### src/logic/dbt_pkg.sv
// Constants, types and state codes for the serial debug test port.
// Assumes one system clock domain; test pins arrive asynchronously.
//
// Function
// RQ1 - Sixteen-state port controller steps on each rising test clock by test mode select.
// RQ2 - After power-on reset the controller sits in Test-Logic-Reset.
// RQ3 - Every shift register moves least significant bit first, in and out.
// RQ4 - From Run-Test/Idle the controller drives mode select 1,1,0,0 to reach Shift-IR.
// RQ5 - Instruction is four bits; top bit enters on the edge leaving Shift-IR.
// RQ6 - Instruction shifting sends out the fixed captured value 0001.
// RQ7 - Mode select 1,1,0 returns to idle; instruction is latched in Update-IR.
// RQ8 - Mode select 1,0,0 reaches Shift-DR; last bit enters on the exit edge.
// RQ9 - Shift-DR sends out what the selected data register captured in Capture-DR.
// RQ10 - Latched data register outputs change only in Update-DR.
// RQ11 - Exit, Pause and Exit2 states only steer; no register action there.
// RQ12 - Data shifting may follow instruction update without passing Run-Test/Idle.
// RQ13 - Five test clocks with mode select high reach Test-Logic-Reset from anywhere.
// RQ14 - Enable fuse unprogrammed: pins are ordinary I/O, controller held in reset.
// RQ15 - Fuse programmed, disable bit clear: pull test inputs high, enable the port.
// RQ16 - Test data out floats except in the shift states.
// RQ17 - Debugger watches the reset pin and may pull it low through open-collector; the port has no reset pin output.
// RQ18 - Debug access feeds processor instructions; results return via a communication byte.
// RQ19 - Break on flow change, single step, two program and two combined break points.
// RQ20 - Break points form four program, 3+1, 2+2, or two plus one masked range.
// RQ21 - Debug works only with both fuses programmed and no lock bit set.
// RQ22 - Opcodes 8 to 11 are the private debug access instructions.
// RQ23 - Test data out changes on the falling test clock edge.
package dbt_pkg;

	localparam int IR_W = 4;
	localparam int ADR_W = 16;
	localparam int BP_N = 4;
	localparam int DR_MAX = 69;

	localparam logic [IR_W-1:0] IR_CAPTURE = 4'h1;
	localparam logic [IR_W-1:0] IR_RESET_VAL = 4'hf;
	localparam logic [IR_W-1:0] OP_DEBUG_INSTR_A = 4'h8;
	localparam logic [IR_W-1:0] OP_DEBUG_INSTR_B = 4'h9;
	localparam logic [IR_W-1:0] OP_DEBUG_INSTR_C = 4'ha;
	localparam logic [IR_W-1:0] OP_DEBUG_INSTR_D = 4'hb;

	// Chain lengths per selected path
	localparam logic [6:0] LEN_BYPASS = 7'h01;
	localparam logic [6:0] LEN_CPU = 7'h10;
	localparam logic [6:0] LEN_BP = 7'h45;
	localparam logic [6:0] LEN_COMM = 7'h09;
	localparam logic [6:0] LEN_STAT = 7'h08;

	// Break point arrangements
	localparam logic [2:0] BPM_4PROG = 3'h0;
	localparam logic [2:0] BPM_3PROG_1DATA = 3'h1;
	localparam logic [2:0] BPM_2PROG_2DATA = 3'h2;
	localparam logic [2:0] BPM_2PROG_PRANGE = 3'h3;
	localparam logic [2:0] BPM_2PROG_DRANGE = 3'h4;

	// Break cause bit positions
	localparam int CAUSE_PROG = 0;
	localparam int CAUSE_DATA = 1;
	localparam int CAUSE_FLOW = 2;
	localparam int CAUSE_STEP = 3;

	localparam logic [7:0] COMM_RESET = 8'h00;
	localparam logic [3:0] CAUSE_RESET = 4'h0;

	typedef enum logic [3:0] {
		ST_RESET = 4'h0,
		ST_IDLE = 4'h1,
		ST_SEL_DR = 4'h3,
		ST_CAP_DR = 4'h2,
		ST_SHIFT_DR = 4'h6,
		ST_EXIT1_DR = 4'h7,
		ST_PAUSE_DR = 4'h5,
		ST_EXIT2_DR = 4'h4,
		ST_UPD_DR = 4'hc,
		ST_SEL_IR = 4'hd,
		ST_CAP_IR = 4'hf,
		ST_SHIFT_IR = 4'he,
		ST_EXIT1_IR = 4'ha,
		ST_PAUSE_IR = 4'hb,
		ST_EXIT2_IR = 4'h9,
		ST_UPD_IR = 4'h8
	} dbt_state_e;

	typedef struct packed {
		logic tck;
		logic tms;
		logic tdi;
	} dbt_pins_s;

	typedef struct packed {
		logic [2:0] mode;
		logic flow_en;
		logic step_en;
		logic [BP_N-1:0][ADR_W-1:0] addr;
	} dbt_bp_cfg_s;

	localparam dbt_bp_cfg_s BP_CFG_RESET = '0;

endpackage

### src/logic/dbt_buf2.sv
// Two-entry buffer with valid/ready on both sides.
// Assumes a single clock; source and sink share it.
module dbt_buf2 #(
	parameter int W = 16,
	parameter int DEPTH = 2
) (
	input wire logic clk_sys_i,
	input wire logic rst_b_i,
	input wire logic [W-1:0] in_data_i,
	input wire logic in_valid_i,
	output logic in_ready_o,
	output logic [W-1:0] out_data_o,
	output logic out_valid_o,
	input wire logic out_ready_i
);

	logic [DEPTH-1:0][W-1:0] mem_ff;
	logic [$clog2(DEPTH)-1:0] wr_ptr_ff;
	logic [$clog2(DEPTH)-1:0] rd_ptr_ff;
	logic [$clog2(DEPTH):0] count_ff;
	wire push = in_valid_i & in_ready_o;
	wire pop = out_valid_o & out_ready_i;

	assign in_ready_o = (count_ff != ($clog2(DEPTH)+1)'(DEPTH));
	assign out_valid_o = (count_ff != '0);
	assign out_data_o = mem_ff[rd_ptr_ff];

	always_ff @(posedge clk_sys_i) begin
		if (!rst_b_i) begin
			wr_ptr_ff <= '0;
			rd_ptr_ff <= '0;
			count_ff <= '0;
		end else begin
			if (push) wr_ptr_ff <= wr_ptr_ff + 1'b1;
			if (pop) rd_ptr_ff <= rd_ptr_ff + 1'b1;
			count_ff <= count_ff + {{$clog2(DEPTH){1'b0}}, push} - {{$clog2(DEPTH){1'b0}}, pop};
		end
	end

	always_ff @(posedge clk_sys_i) begin
		if (push) mem_ff[wr_ptr_ff] <= in_data_i;
	end

endmodule // dbt_buf2

### src/logic/dbt_tap_top.sv
// Test access port controller with private debug chains and break unit.
// Assumes test pins are asynchronous to clk_sys_i and much slower than it.
module dbt_tap_top
	import dbt_pkg::*;
(
	input wire logic clk_sys_i,
	input wire logic rst_b_i,
	input wire logic port_enable_fuse_i,
	input wire logic port_disable_bit_i,
	input wire logic debug_enable_fuse_i,
	input wire logic lock_bit_set_i,
	input wire dbt_pins_s pins_i,
	output logic tdo_o,
	output logic tdo_oe_o,
	output logic pins_as_io_o,
	output logic pullup_en_o,
	output logic debug_active_o,
	output logic [IR_W-1:0] ir_o,
	output logic [3:0] tap_state_o,
	output logic [ADR_W-1:0] cpu_instr_o,
	output logic cpu_instr_valid_o,
	input wire logic cpu_instr_ready_i,
	input wire logic [ADR_W-1:0] cpu_result_i,
	input wire logic comm_wr_i,
	input wire logic [7:0] comm_data_i,
	output logic comm_dirty_o,
	output logic [7:0] comm_byte_o,
	input wire logic [ADR_W-1:0] pc_i,
	input wire logic pc_valid_i,
	input wire logic [ADR_W-1:0] data_addr_i,
	input wire logic data_valid_i,
	input wire logic flow_change_i,
	input wire logic step_done_i,
	output logic break_o,
	output logic [3:0] break_cause_o
);

	////////////////////////////////////////////////////////////////////////////////
	// Functions

	function automatic dbt_state_e tap_next(input dbt_state_e st, input logic tms);
		dbt_state_e n;
		n = st;
		unique case (st)
			ST_RESET: n = tms ? ST_RESET : ST_IDLE;
			ST_IDLE: n = tms ? ST_SEL_DR : ST_IDLE;
			ST_SEL_DR: n = tms ? ST_SEL_IR : ST_CAP_DR;
			ST_CAP_DR: n = tms ? ST_EXIT1_DR : ST_SHIFT_DR;
			ST_SHIFT_DR: n = tms ? ST_EXIT1_DR : ST_SHIFT_DR;
			ST_EXIT1_DR: n = tms ? ST_UPD_DR : ST_PAUSE_DR;
			ST_PAUSE_DR: n = tms ? ST_EXIT2_DR : ST_PAUSE_DR;
			ST_EXIT2_DR: n = tms ? ST_UPD_DR : ST_SHIFT_DR;
			ST_UPD_DR: n = tms ? ST_SEL_DR : ST_IDLE;
			ST_SEL_IR: n = tms ? ST_RESET : ST_CAP_IR;
			ST_CAP_IR: n = tms ? ST_EXIT1_IR : ST_SHIFT_IR;
			ST_SHIFT_IR: n = tms ? ST_EXIT1_IR : ST_SHIFT_IR;
			ST_EXIT1_IR: n = tms ? ST_UPD_IR : ST_PAUSE_IR;
			ST_PAUSE_IR: n = tms ? ST_EXIT2_IR : ST_PAUSE_IR;
			ST_EXIT2_IR: n = tms ? ST_UPD_IR : ST_SHIFT_IR;
			ST_UPD_IR: n = tms ? ST_SEL_DR : ST_IDLE;
		endcase
		return n;
	endfunction

	// Shift right, new bit enters at the chain's top position
	function automatic logic [DR_MAX-1:0] dr_shift(input logic [DR_MAX-1:0] sr,
			input logic [6:0] len, input logic bit_in);
		logic [DR_MAX-1:0] r;
		r = sr >> 1;
		for (int i = 0; i < DR_MAX; i++) begin
			if (i == int'(len) - 1) r[i] = bit_in;
		end
		return r;
	endfunction

	function automatic logic is_debug_op(input logic [IR_W-1:0] op);
		return op[3:2] == OP_DEBUG_INSTR_A[3:2];
	endfunction

	////////////////////////////////////////////////////////////////////////////////
	// Enables and pin synchroniser

	wire port_on = port_enable_fuse_i & ~port_disable_bit_i;
	wire debug_on = port_on & debug_enable_fuse_i & ~lock_bit_set_i;

	assign pins_as_io_o = ~port_enable_fuse_i; // RQ14
	assign pullup_en_o = port_on; // RQ15
	assign debug_active_o = debug_on; // RQ21

	dbt_pins_s sync1_ff;
	dbt_pins_s sync2_ff;
	logic tck_d_ff;

	always_ff @(posedge clk_sys_i) begin
		if (!rst_b_i) begin
			sync1_ff <= '0;
			sync2_ff <= '0;
			tck_d_ff <= 1'b0;
		end else begin
			sync1_ff <= pins_i;
			sync2_ff <= sync1_ff;
			tck_d_ff <= sync2_ff.tck;
		end
	end

	wire tck_rise = sync2_ff.tck & ~tck_d_ff;
	wire tck_fall = ~sync2_ff.tck & tck_d_ff;

	////////////////////////////////////////////////////////////////////////////////
	// Controller state

	dbt_state_e state_ff;
	wire dbt_state_e nxt_state = tap_next(state_ff, sync2_ff.tms);

	always_ff @(posedge clk_sys_i) begin
		if (!rst_b_i || !port_on) begin
			state_ff <= ST_RESET; // RQ2 RQ14
		end else if (tck_rise) begin
			state_ff <= nxt_state; // RQ1 RQ13
		end
	end

	assign tap_state_o = state_ff;

	////////////////////////////////////////////////////////////////////////////////
	// Instruction register

	logic [IR_W-1:0] ir_sr_ff;
	logic [IR_W-1:0] ir_ff;

	always_ff @(posedge clk_sys_i) begin
		if (!rst_b_i || state_ff == ST_RESET) begin
			ir_sr_ff <= IR_CAPTURE;
			ir_ff <= IR_RESET_VAL;
		end else if (tck_rise) begin
			if (state_ff == ST_CAP_IR) begin
				ir_sr_ff <= IR_CAPTURE; // RQ6
			end else if (state_ff == ST_SHIFT_IR) begin
				ir_sr_ff <= {sync2_ff.tdi, ir_sr_ff[IR_W-1:1]}; // RQ3 RQ5
			end else if (state_ff == ST_UPD_IR) begin
				ir_ff <= ir_sr_ff; // RQ7
			end
		end
	end

	assign ir_o = ir_ff;

	////////////////////////////////////////////////////////////////////////////////
	// Data register path selection

	wire sel_cpu = debug_on & (ir_ff == OP_DEBUG_INSTR_A); // RQ22 RQ18
	wire sel_bp = debug_on & (ir_ff == OP_DEBUG_INSTR_B); // RQ22
	wire sel_comm = debug_on & (ir_ff == OP_DEBUG_INSTR_C); // RQ22
	wire sel_stat = debug_on & (ir_ff == OP_DEBUG_INSTR_D); // RQ22
	wire debug_sel = debug_on & is_debug_op(ir_ff);

	wire [6:0] dr_len = sel_cpu ? LEN_CPU :
		sel_bp ? LEN_BP :
		sel_comm ? LEN_COMM :
		sel_stat ? LEN_STAT : LEN_BYPASS;

	dbt_bp_cfg_s bp_cfg_ff;
	logic [7:0] comm_ff;
	logic comm_dirty_ff;
	logic [3:0] cause_ff;

	wire [DR_MAX-1:0] cap_cpu = {{(DR_MAX-ADR_W){1'b0}}, cpu_result_i};
	wire [DR_MAX-1:0] cap_comm = {{(DR_MAX-9){1'b0}}, comm_dirty_ff, comm_ff};
	wire [DR_MAX-1:0] cap_stat = {{(DR_MAX-4){1'b0}}, cause_ff};
	wire [DR_MAX-1:0] dr_capture = sel_cpu ? cap_cpu :
		sel_bp ? DR_MAX'(bp_cfg_ff) :
		sel_comm ? cap_comm :
		sel_stat ? cap_stat : '0;

	logic [DR_MAX-1:0] dr_sr_ff;

	// Exit, pause and exit2 states fall through untouched
	always_ff @(posedge clk_sys_i) begin
		if (!rst_b_i) begin
			dr_sr_ff <= '0;
		end else if (tck_rise) begin
			if (state_ff == ST_CAP_DR) begin
				dr_sr_ff <= dr_capture; // RQ9
			end else if (state_ff == ST_SHIFT_DR) begin
				dr_sr_ff <= dr_shift(dr_sr_ff, dr_len, sync2_ff.tdi); // RQ3 RQ8 RQ11
			end
		end
	end

	// Update pulse; reachable straight after Update-IR via Select-DR
	wire upd_dr = tck_rise & (state_ff == ST_UPD_DR); // RQ10 RQ12

	////////////////////////////////////////////////////////////////////////////////
	// Test data out, changed on falling test clock

	logic tdo_ff;
	logic tdo_oe_ff;
	wire shifting = (state_ff == ST_SHIFT_IR) | (state_ff == ST_SHIFT_DR);

	always_ff @(posedge clk_sys_i) begin
		if (!rst_b_i || !port_on) begin
			tdo_ff <= 1'b0;
			tdo_oe_ff <= 1'b0;
		end else if (tck_fall) begin
			tdo_ff <= (state_ff == ST_SHIFT_IR) ? ir_sr_ff[0] : dr_sr_ff[0]; // RQ23 RQ3
			tdo_oe_ff <= shifting; // RQ16
		end
	end

	assign tdo_o = tdo_ff;
	assign tdo_oe_o = tdo_oe_ff;

	////////////////////////////////////////////////////////////////////////////////
	// Processor instruction feed through two-entry buffer

	logic [ADR_W-1:0] instr_hold_ff;
	logic push_pend_ff;
	logic buf_in_ready;

	// A new word while one still waits is dropped
	always_ff @(posedge clk_sys_i) begin
		if (!rst_b_i || !debug_on) begin
			instr_hold_ff <= '0;
			push_pend_ff <= 1'b0;
		end else if (upd_dr && sel_cpu && !push_pend_ff) begin
			instr_hold_ff <= dr_sr_ff[ADR_W-1:0]; // RQ18 RQ10
			push_pend_ff <= 1'b1;
		end else if (push_pend_ff && buf_in_ready) begin
			push_pend_ff <= 1'b0;
		end
	end

	dbt_buf2 #(
		.W(ADR_W),
		.DEPTH(2)
	) u_instr_buf (
		.clk_sys_i(clk_sys_i),
		.rst_b_i(rst_b_i),
		.in_data_i(instr_hold_ff),
		.in_valid_i(push_pend_ff),
		.in_ready_o(buf_in_ready),
		.out_data_o(cpu_instr_o),
		.out_valid_o(cpu_instr_valid_o),
		.out_ready_i(cpu_instr_ready_i)
	);

	////////////////////////////////////////////////////////////////////////////////
	// Communication byte from processor

	always_ff @(posedge clk_sys_i) begin
		if (!rst_b_i) begin
			comm_ff <= COMM_RESET;
			comm_dirty_ff <= 1'b0;
		end else if (comm_wr_i) begin
			comm_ff <= comm_data_i; // RQ18
			comm_dirty_ff <= 1'b1;
		end else if (upd_dr && sel_comm) begin
			comm_dirty_ff <= 1'b0;
		end
	end

	assign comm_dirty_o = comm_dirty_ff;
	assign comm_byte_o = comm_ff;

	////////////////////////////////////////////////////////////////////////////////
	// Break point configuration

	always_ff @(posedge clk_sys_i) begin
		if (!rst_b_i) begin
			bp_cfg_ff <= BP_CFG_RESET;
		end else if (upd_dr && sel_bp) begin
			bp_cfg_ff <= dbt_bp_cfg_s'(dr_sr_ff); // RQ10 RQ20
		end
	end

	////////////////////////////////////////////////////////////////////////////////
	// Break point matching

	wire [2:0] mode = bp_cfg_ff.mode;
	wire range_mode = (mode == BPM_2PROG_PRANGE) | (mode == BPM_2PROG_DRANGE);
	logic [BP_N-1:0] bp_prog;
	logic [BP_N-1:0] bp_data;

	// Two fixed program points, two combined points
	genvar k;
	generate
		for (k = 0; k < BP_N; k++) begin : g_bp
			wire is_data = (k == 3) ? (mode == BPM_3PROG_1DATA) | (mode == BPM_2PROG_2DATA) :
				(k == 2) ? (mode == BPM_2PROG_2DATA) : 1'b0;
			wire single = (k < 2) | ~range_mode;
			assign bp_prog[k] = single & ~is_data & pc_valid_i
				& (pc_i == bp_cfg_ff.addr[k]); // RQ19 RQ20
			assign bp_data[k] = single & is_data & data_valid_i
				& (data_addr_i == bp_cfg_ff.addr[k]); // RQ19 RQ20
		end
	endgenerate

	// Point 2 is the base, point 3 the mask
	wire [ADR_W-1:0] rmask = bp_cfg_ff.addr[3];
	wire [ADR_W-1:0] rbase = bp_cfg_ff.addr[2] & rmask;
	wire prange_hit = (mode == BPM_2PROG_PRANGE) & pc_valid_i
		& ((pc_i & rmask) == rbase); // RQ20
	wire drange_hit = (mode == BPM_2PROG_DRANGE) & data_valid_i
		& ((data_addr_i & rmask) == rbase); // RQ20

	wire [3:0] nxt_cause;
	assign nxt_cause[CAUSE_PROG] = (|bp_prog) | prange_hit;
	assign nxt_cause[CAUSE_DATA] = (|bp_data) | drange_hit;
	assign nxt_cause[CAUSE_FLOW] = bp_cfg_ff.flow_en & flow_change_i; // RQ19
	assign nxt_cause[CAUSE_STEP] = bp_cfg_ff.step_en & step_done_i; // RQ19

	logic break_ff;

	always_ff @(posedge clk_sys_i) begin
		if (!rst_b_i || !debug_on) begin
			break_ff <= 1'b0;
			cause_ff <= CAUSE_RESET;
		end else begin
			break_ff <= |nxt_cause; // RQ21
			if (|nxt_cause) cause_ff <= nxt_cause;
		end
	end

	assign break_o = break_ff;
	assign break_cause_o = cause_ff;

	// Never used; each chain select decodes ir_ff on its own
	wire unused_sel = debug_sel;

endmodule // dbt_tap_top

### config.mk
export PLATFORM = sky130hd
export DESIGN_NAME = dbt_tap_top
export DESIGN_NICKNAME = d
export VERILOG_FILES = /design/src/logic/dbt_pkg.sv /design/src/logic/dbt_buf2.sv /design/src/logic/dbt_tap_top.sv
export SDC_FILE = /design/constraint.sdc
export NUM_CORES = 1
export LEC_CHECK = 0
export ABC_AREA = 1
export BUFFER_PORTS_ARGS = -buffer_cell sky130_fd_sc_hd__buf_2
export CAP_MARGIN = 20
export CORE_UTILIZATION = 25
export CTS_BUF_LIST = sky130_fd_sc_hd__clkbuf_8
export CTS_CLUSTER_SIZE = 16
export DETAILED_ROUTE_END_ITERATION = 7
export HOLD_SLACK_MARGIN = 0.15
export PLACE_DENSITY = 0.52
export SLEW_MARGIN = 20
export SYNTH_ARGS = -nofsm -noshare
export SYNTH_HDL_FRONTEND = slang
export SYNTH_SLANG_ARGS = --single-unit
### constraint.sdc
create_clock -name clk_sys_i -period 2.17 [get_ports clk_sys_i]
set_input_delay 0.217 -clock clk_sys_i [delete_from_list [all_inputs] [get_ports clk_sys_i]]
set_output_delay 0.217 -clock clk_sys_i [all_outputs]
set_load 0.02 [all_outputs]
==> impl_metrics.json, run 1 <==
{
  "outcome": "finished with violations",
  "violations": "negative setup slack",
  "nets": 1850,
  "slew_headroom_pct": 49.4,
  "row_count": 78,
  "p_leak_nw": 5.91,
  "start_util_pct": 25.3,
  "p_switching_mw": 2.31,
  "cp-start-kind": "primary input",
  "syn_to_final_growth_pct": 24.4,
  "path_clk_slew_ns": 0.06,
  "ios": 115,
  "synth_nets": 1673,
  "crit_type": "primary input to register",
  "internal_power_mw": 6.79,
  "p_comb_share_pct": 7.5,
  "min_period_over_period_pct": 104,
  "drt_wl_total_um": 38800,
  "place_hpwl_um": 27500,
  "grt_max_degree": 105,
  "swShare_pct": 25.4,
  "synth-adder-area-share_pct": 3.82,
  "grt_pass1_vias": 10700,
  "use_met1_pct": 20.3,
  "dr_total_vias": 11100,
  "slew_violations": 0,
  "holdPathStages": 5,
  "peakVddDrop_mv": 0.275,
  "track_usage_pct": 16.3,
  "die_h_um": 216,
  "grt_pass1_wl_um": 60300,
  "avgSynthCellArea_um2": 7.32,
  "pwr-share-clk_pct": 45.5,
  "synth-seq-area-share_pct": 42.2,
  "core_um2": 45300,
  "port-buffer-count": 114,
  "clock_latency_ns": 0.58,
  "grt_use_met3_pct": 2.27,
  "synth_simple_gate_area_share_pct": 22.8,
  "whs_ns": 0.179,
  "synthCells": 1567,
  "powerDensity_nw_per_um2": 638,
  "viasPerCell": 4.68,
  "yosys_warnings": 0,
  "top_usage_layer": "met2",
  "synth.area.mux_share_pct": 0,
  "reg2reg_depth": 10,
  "die_w_um": 216,
  "finalCriticalPeriod_ns": 2.25,
  "finalHoldViolCount": 0,
  "arrival_ns": 2.72,
  "firstDrtPassIters": 6,
  "nFillCells": 4898,
  "ant_nets": 0,
  "synth_xor_area_share_pct": 2.52,
  "cp_max_fo": 11,
  "synth-seq-cells": 226,
  "crit_path_end_kind": "register",
  "worst_ep_required_time_ns": 2.64,
  "seqPwrFrac_pct": 47.0,
  "synthDistinctLibCells": 44,
  "htree_levels": 2,
  "clock-root-buffer": "clkbuf_8",
  "ys.flop_type": "dfxtp_1",
  "fp.dieArea_um2": 46700,
  "final.setup.tns_ns": -0.0827,
  "drc_errors": 0,
  "synth_edf_count": 32,
  "finalSetupViolCount": 1,
  "finClkSkew_ns": 0.0321,
  "synth_top_family_by_area": "simple AND/OR/NAND/NOR gates",
  "maxCapViolCount": 0,
  "drt_iter0_drc": 878,
  "drive_gt1_share_pct": 15.1,
  "synth.cell_area_um2": 11500,
  "grt-ovfl-total": 0,
  "hp-class": "primary input to register",
  "synth-compound-area-share_pct": 20.2,
  "grtUsageMet2_pct": 28.7,
  "cts_tree": "done",
  "place.gp.congestion": 0.913,
  "worst_pin_slew_ns": 0.758,
  "clock_path_buffers": 3,
  "wl_per_cell_um": 16.4,
  "synthArstFlopShare_pct": 0,
  "antenna_found_initial": 0,
  "final.setup.worst_slack_ns": -0.0827,
  "cts_sinks": 226,
  "fmax_ghz": 0.444,
  "cts-buffers-inserted": 40
}
layer usage:
metal,vias up,part of all wire [%]
li1,5571,-
met1,5228,44
met2,253,50
met3,71,4.0
met4,0,2.7
met5,-,0
worst paths after layout:
path                            from             end  slack (ns)
hold / removal    port_enable_fuse_i  tap_state_o[3]        0.18
hold reg to reg          sync1_ff[2]     sync2_ff[2]        0.41
setup reg to reg             ir_o[2]    dr_sr_ff[64]        0.11
setup / recovery           comm_wr_i  comm_byte_o[0]       -0.08
layout by cell type, fill, tap and decap left out, types with 3 or more instances in the layout:
master / n
inv_1: 164
nor2_1: 113
nor3_1: 7
edfxtp_1: 32
xor2_1: 23
nand4_1: 26
xnor2_1: 9
or2_2: 3
clkinv_1: 5
dlygate4sd3_1: 54
o221ai_1: 4
a221oi_2: 16
buf_12: 6
nand2_1: 406
o22ai_1: 6
o21ai_0: 140
a21oi_1: 215
buf_2: 113
buf_4: 37
dfxtp_2: 3
nand3_1: 45
nor2_4: 7
o211ai_1: 8
clkbuf_8: 48
ha_1: 34
dfxtp_1: 191
a221oi_1: 10
inv_2: 11
flip-flops by register name, indices dropped and copies added (netlist names), 8 cells and up:
register / count
dr_sr_ff: 69
instr_hold_ff: 16
bp_cfg_ff: 50
u_instr_buf.mem_ff: 32
rmask: 16
comm_byte_o: 8
layout make-up:
| cell class | instances | area [um^2] | share of cell area [%] |
|---|---|---|---|
| Tap cell | 600 | 751 | 5.26 |
| Timing Repair Buffer | 210 | 1500 | 10.5 |
| Antenna cell | 1 | 2.50 | 0.0175 |
| Sequential cell | 226 | 4850 | 34.0 |
| Clock buffer | 48 | 661 | 4.63 |
| Inverter | 164 | 621 | 4.35 |
| Multi-Input combinational cell | 1102 | 5710 | 40.0 |
| Clock inverter | 24 | 169 | 1.18 |
kinds of logic (layout without fill, tap and decap cells):
group | count (synthesis) | in the layout
AND/OR/NAND/NOR | 625 | 625
AO/OA/AOI/OAI | 409 | 409
buffers and inverters | 239 | 446
flip-flops | 226 | 226
adder cells (fa/ha/maj) | 35 | 35
XOR/XNOR | 33 | 33
other | 0 | 1
power by group through the flow:
stage                     clock [mW]  sequential, mW  combinational, mW
final                           4.14            4.27              0.684
after global routing            4.43            4.27              0.748
after CTS                       4.26            4.27              0.678
after detailed placement           0            4.36              0.594
after global placement             0            4.36              0.589
after floorplan                    0            4.37              0.308
per-stage QoR:
stage	total power [mW]	cells	instance area (um^2)	utilization, %	setup slack [ns]
global route	9.45	2374	14300	31.5	-0.116
global placement	4.95	2246	12800	28.3	0.0561
finish	9.10	2375	14300	31.5	-0.0827
detailed placement	4.96	2246	12800	28.3	0.0672
CTS	9.21	2372	14200	31.3	0.0807
floorplan	4.68	1567	11500	-	0.0636
timing repair:
action,in CTS,in global routing
endpoints found under the setup margin,2,14
hold buffers,54,0
endpoints found under the hold margin,47,0
setup buffers,0,2
pin swaps,0,4
gates resized for setup,1,11
worst max-delay path: stages:
cell           delay, ns
dlygate4sd3_1       0.55
buf_2               0.19
clkinvlp_4          0.21
buf_4               0.19
nor2_1              0.14
dlygate4sd3_1       0.61
nor2_1              0.06
dlygate4sd3_1       0.55
cells in the mapped netlist (all sizes together), types with 2 or more instances:
library cell  instances  share of area [%]
clkinv                3              0.098
nand3                48                2.1
o221ai                4               0.31
a31oi                 2               0.11
edfxtp               32                8.4
o2111ai               2               0.15
o21ai               140                6.1
ha                   35                3.8
o211ai                8               0.52
nand4                26                1.4
nand2               409                 13
clkbuf               38                1.2
dfxtp               194                 34
xor2                 23                1.8
xnor2                10               0.76
or2                   4               0.22
nor4                  4               0.22
inv                 161                5.3
o22ai                 6               0.33
buf                  37                1.8
nand3b                2               0.13
o21bai                2               0.13
a221oi               26                2.9
nor3                  9               0.53
nor2                123                4.7
a21oi               216                9.5
Power figures use the tool's default switching activity.
==> run 2: changes to the inputs <==
--- a/config.mk
+++ b/config.mk
@@ -14,6 +14,7 @@
 export DETAILED_ROUTE_END_ITERATION = 7
 export HOLD_SLACK_MARGIN = 0.15
 export PLACE_DENSITY = 0.52
+export SKIP_CTS_REPAIR_TIMING = 1
 export SLEW_MARGIN = 20
 export SYNTH_ARGS = -nofsm -noshare
 export SYNTH_HDL_FRONTEND = slang
==> run 2 against run 1 <==
  * Register-to-register slack improved by 0.03 ns
  * Highest routed layer unchanged
  * Largest power group unchanged
  * Worst hold slack got worse by 0.046 ns
  * Critical path type is now register to register
  * Setup slack gained 0.22 ns
  * The flow now finishes without violations
==> impl_metrics.json, run 2 (synthesis gave the netlist of run 1 again) <==
{
  "grt_max_degree": 105,
  "ios": 115,
  "grtUsageMet2_pct": 28.0,
  "place_ws_ns": 0.0672,
  "crit_type": "register to register",
  "grt_pass1_wl_um": 59000,
  "grt-ovfl-total": 0,
  "syn_to_final_growth_pct": 23.0,
  "crit_path_start": "ir_o[3]",
  "drt_iter0_drc": 963,
  "fin_area_um2": 14100,
  "cp-start-kind": "register",
  "crit_buf_inv": 2,
  "top_usage_layer": "met2",
  "port-buffer-count": 114,
  "slew_violations": 0,
  "outcome": "finished clean",
  "drt_wl_total_um": 38400,
  "die_w_um": 216,
  "cts_tree": "done",
  "finalHoldViolCount": 0,
  "viasPerCell": 4.66,
  "cp_slowest_stage_delay_ns": 0.32,
  "htree_levels": 2,
  "place_inst": 2246,
  "top_register": "dr_sr_ff",
  "finalCoreUtilization_pct": 31.1,
  "layout_common_cells": "nand2_1 (406), a21oi_1 (215), dfxtp_1 (190)",
  "firstDrtPassIters": 6,
  "core_um2": 45300,
  "nets": 1835,
  "powerDensity_nw_per_um2": 643,
  "clock_latency_ns": 0.59,
  "crit_path_end_kind": "register",
  "die_h_um": 216,
  "p_leak_nw": 5.84,
  "whs_ns": 0.134,
  "drive_gt1_share_pct": 15.0,
  "cp_slowest_cell": "dfxtp_2",
  "grt_pass1_vias": 10400,
  "largestRegisters": "dr_sr_ff (69), bp_cfg_ff (50), u_instr_buf.mem_ff (32)",
  "cts_sinks": 226,
  "hp-class": "primary input to register",
  "grt_use_met3_pct": 2.20,
  "use_met1_pct": 20.1,
  "dr_total_vias": 11000,
  "cpMostUsedCell": "nor2_4",
  "fin_cells": 2360,
  "finalCriticalPeriod_ns": 2.03,
  "final_common_cell": "nand2_1",
  "start_util_pct": 25.3,
  "wl_per_cell_um": 16.3,
  "cp_max_fo": 7,
  "cp_top_family": "simple AND/OR/NAND/NOR gates",
  "pwr-share-clk_pct": 45.7,
  "worst_pin_slew_ns": 0.755,
  "place.gp.congestion": 0.913,
  "cts-buffers-inserted": 40,
  "ant_nets": 0,
  "final.setup.worst_slack_ns": 0.139,
  "peakVddDrop_mv": 0.274,
  "rsz0062_at_grt": "no",
  "row_count": 78,
  "slew_headroom_pct": 49.7,
  "rr_startpoint": "ir_o[3]",
  "path_clk_slew_ns": 0.07,
  "p_comb_share_pct": 7.2,
  "finalSetupViolCount": 0,
  "drc_errors": 0,
  "total_power_mw": 9.07,
  "place_hpwl_um": 27500,
  "maxCapViolCount": 0,
  "final.setup.tns_ns": 0,
  "fp.dieArea_um2": 46700,
  "track_usage_pct": 16.0,
  "clock_path_buffers": 3,
  "fmax_ghz": 0.492,
  "finClkSkew_ns": 0.0342,
  "p_switching_mw": 2.31,
  "min_period_over_period_pct": 93.6,
  "hold_path_startpoint": "comm_wr_i",
  "antenna_found_initial": 0,
  "worst_ep_required_time_ns": 2.64,
  "largest_reg_flops": 69,
  "dpl-instance-area_um2": 12800,
  "crit_chain": "inv_1 > nor2_4 > nand3_1 > nor2_4 > inv_2 > nand2_2 > ha_2 > xor2_1 > nor2_1 > nand2_1 > o211ai_1 > a21oi_1",
  "swShare_pct": 25.4,
  "arrival_ns": 2.50,
  "internal_power_mw": 6.77,
  "clock-root-buffer": "clkbuf_8",
  "seqPwrFrac_pct": 47.1
}
[run 2: final cells by class]
class / instances / area (um^2)
sequential: 226 / 4850
multi-input combinational: 1102 / 5690
antenna: 1 / 2.50
clock buffer: 48 / 661
tap: 600 / 751
inverter: 164 / 619
timing repair buffer: 195 / 1360
clock inverter: 24 / 169
fill: 4910 / 31200
[run 2: power by group through the flow]
| stage | Combinational (mW) | Sequential (mW) | Clock [mW] |
|---|---|---|---|
| floorplan | 0.308 | 4.37 | 0 |
| CTS | 0.596 | 4.27 | 4.26 |
| detailed placement | 0.594 | 4.36 | 0 |
| global route | 0.721 | 4.27 | 4.43 |
| finish | 0.656 | 4.28 | 4.14 |
| global placement | 0.589 | 4.36 | 0 |
[run 2: worst register-to-register path, stage by stage, from the launching register on]
cell	delay [ns]
dfxtp_2	0.32
inv_1	0.06
nor2_4	0.13
nand3_1	0.13
nor2_4	0.12
inv_2	0.08
nand2_2	0.09
ha_2	0.19
xor2_1	0.10
nor2_1	0.21
nand2_1	0.12
o211ai_1	0.28
a21oi_1	0.10
[run 2: final timing paths]
path	endpoint	slack [ns]	depth (start not counted)
setup / recovery	dr_sr_ff[64]	0.14	12
hold / removal	comm_byte_o[7]	0.13	3
setup reg to reg	dr_sr_ff[64]	0.14	12
hold reg to reg	sync2_ff[2]	0.41	2
[run 2: per-layer routing]
layer | vias to the layer above | wire [um]
met4 | 0 | 939
met5 | - | 0
met1 | 5179 | 17000
li1 | 5541 | -
met2 | 219 | 19100
met3 | 64 | 1400
==> run 3: changes to the inputs <==
==> constraint.sdc (replaced) <==
create_clock -name clk_sys_i -period 2.17 [get_ports clk_sys_i]
set_input_delay 0.434 -clock clk_sys_i [delete_from_list [all_inputs] [get_ports clk_sys_i]]
set_output_delay 0.434 -clock clk_sys_i [all_outputs]
set_load 0.02 [all_outputs]
==> run 3 against run 2 <==
  * Critical path depth fell by 5
  * First-iteration DRC count fell by 26%
  * Core utilization fell by 0.27 points
  * Cell area fell by 0.85%
  * Sequential power barely moved
==> impl_metrics.json, run 3 (synthesis gave the netlist of run 1 again) <==
{
  "use_met1_pct": 20.8,
  "cts_tree": "done",
  "die_w_um": 216,
  "port-buffer-count": 114,
  "hp-class": "primary input to register",
  "final_common_cell": "nand2_1",
  "crit_path_end_kind": "register",
  "p_leak_nw": 5.78,
  "row_count": 78,
  "arrival_ns": 2.47,
  "drt_iter0_drc": 714,
  "core_um2": 45300,
  "place_hpwl_um": 28800,
  "ant_nets": 0,
  "wl_per_cell_um": 16.4,
  "grt_max_degree": 106,
  "start_util_pct": 25.3,
  "syn_to_final_growth_pct": 22.0,
  "htree_levels": 2,
  "powerDensity_nw_per_um2": 639,
  "finalSetupViolCount": 0,
  "grtUsageMet2_pct": 28.3,
  "grt_pass1_vias": 10300,
  "crit_type": "register to register",
  "drc_errors": 0,
  "place_inst": 2270,
  "largestRegisters": "dr_sr_ff (69), bp_cfg_ff (50), u_instr_buf.mem_ff (32)",
  "clock_latency_ns": 0.57,
  "finalHoldViolCount": 0,
  "clock-root-buffer": "clkbuf_8",
  "drive_gt1_share_pct": 16.8,
  "worst_ep_required_time_ns": 2.66,
  "r2r_slack_ns": 0.19,
  "finalCoreUtilization_pct": 30.9,
  "place.gp.congestion": 0.872,
  "slew_headroom_pct": 63.5,
  "finalCriticalPeriod_ns": 1.98,
  "viasPerCell": 4.64,
  "top_usage_layer": "met2",
  "antenna_cells": 0,
  "peakVddDrop_mv": 0.287,
  "worst_pin_slew_ns": 0.547,
  "grt_use_met3_pct": 2.23,
  "grt_pass1_wl_um": 59700,
  "min_period_over_period_pct": 91.4,
  "track_usage_pct": 16.3,
  "grt-ovfl-total": 0,
  "dr_total_vias": 10900,
  "path_clk_slew_ns": 0.06,
  "die_h_um": 216,
  "finClkSkew_ns": 0.0204,
  "top_register": "dr_sr_ff",
  "layout_common_cells": "nand2_1 (406), a21oi_1 (215), dfxtp_1 (192)",
  "fmax_ghz": 0.504,
  "reg2reg_depth": 7,
  "outcome": "finished clean",
  "firstDrtPassIters": 5,
  "fin_cells": 2351,
  "slew_violations": 0,
  "cp-start-kind": "register",
  "antenna_found_initial": 0,
  "clock_path_buffers": 3,
  "largest_reg_flops": 69,
  "cts-buffers-inserted": 39,
  "cts_sinks": 226,
  "maxCapViolCount": 0,
  "holdPathStages": 3,
  "cp_max_fo": 32,
  "drt_wl_total_um": 38700,
  "nets": 1826,
  "ios": 115,
  "fp.dieArea_um2": 46700
}
## run 3: changes by cell type in the layout (fill, tap and decap cells not counted), sizes merged
cell,previous run,this run
clkinvlp,1,3
dlygate4sd3,41,8
inv,179,169
clkinv,6,12
bufinv,2,0
buf,154,179
diode,1,0
clkbuf,48,52
## run 3: area by class of cell
| type | instances | area [um^2] |
|---|---|---|
| clock buffers | 52 | 716 |
| clock inverters | 20 | 104 |
| fillers | 4963 | 31300 |
| inverters | 164 | 623 |
| multi-input cells | 1102 | 5720 |
| flip-flops and latches | 226 | 4850 |
| well taps | 600 | 751 |
| repair buffers | 187 | 1230 |
## run 3: critical path: stages (launching register included)
cell     delay (ns)
dfxtp_1        0.50
nand2_1        0.22
nor3_2         0.35
nand2_2        0.16
inv_2          0.20
buf_12         0.21
o21ai_0        0.09
a21oi_1        0.15
## run 3: routing by layer
layer | vias up | wire length, um
li1 | 5520 | -
met3 | 61 | 1520
met1 | 5104 | 17100
met2 | 219 | 19000
met4 | 0 | 988
met5 | - | 0
## run 3: through the flow
step	hold WS [ns]	area, um^2	setup TNS, ns	power [mW]	setup WS, ns
3_3_place_gp	0.396	13000	-0.650	4.99	-0.159
6_report	0.156	14000	0	8.93	0.188
5_1_grt	0.166	14000	-0.000828	9.29	-0.000828
3_5_place_dp	0.401	13000	-0.628	5.00	-0.154
4_1_cts	0.0225	13800	-1.78	9.03	-0.141
2_1_floorplan	0.390	11500	0	4.68	0.00644
## run 3: final timing paths
kind	startpoint	end
worst min-delay path	comm_data_i[5]	comm_byte_o[5]
worst max-delay path	tap_state_o[3]	rmask[10]
worst max register to register	tap_state_o[3]	rmask[10]
worst min register to register	sync1_ff[1]	sync2_ff[1]
## run 3: power by group
part / total, mW / internal (mW) / switching, mW
sequential: 4.28 / 4.26 / 0.0203
combinational: 0.646 / 0.231 / 0.414
clock: 4.01 / 2.16 / 1.85
total: 8.93 / 6.65 / 2.28
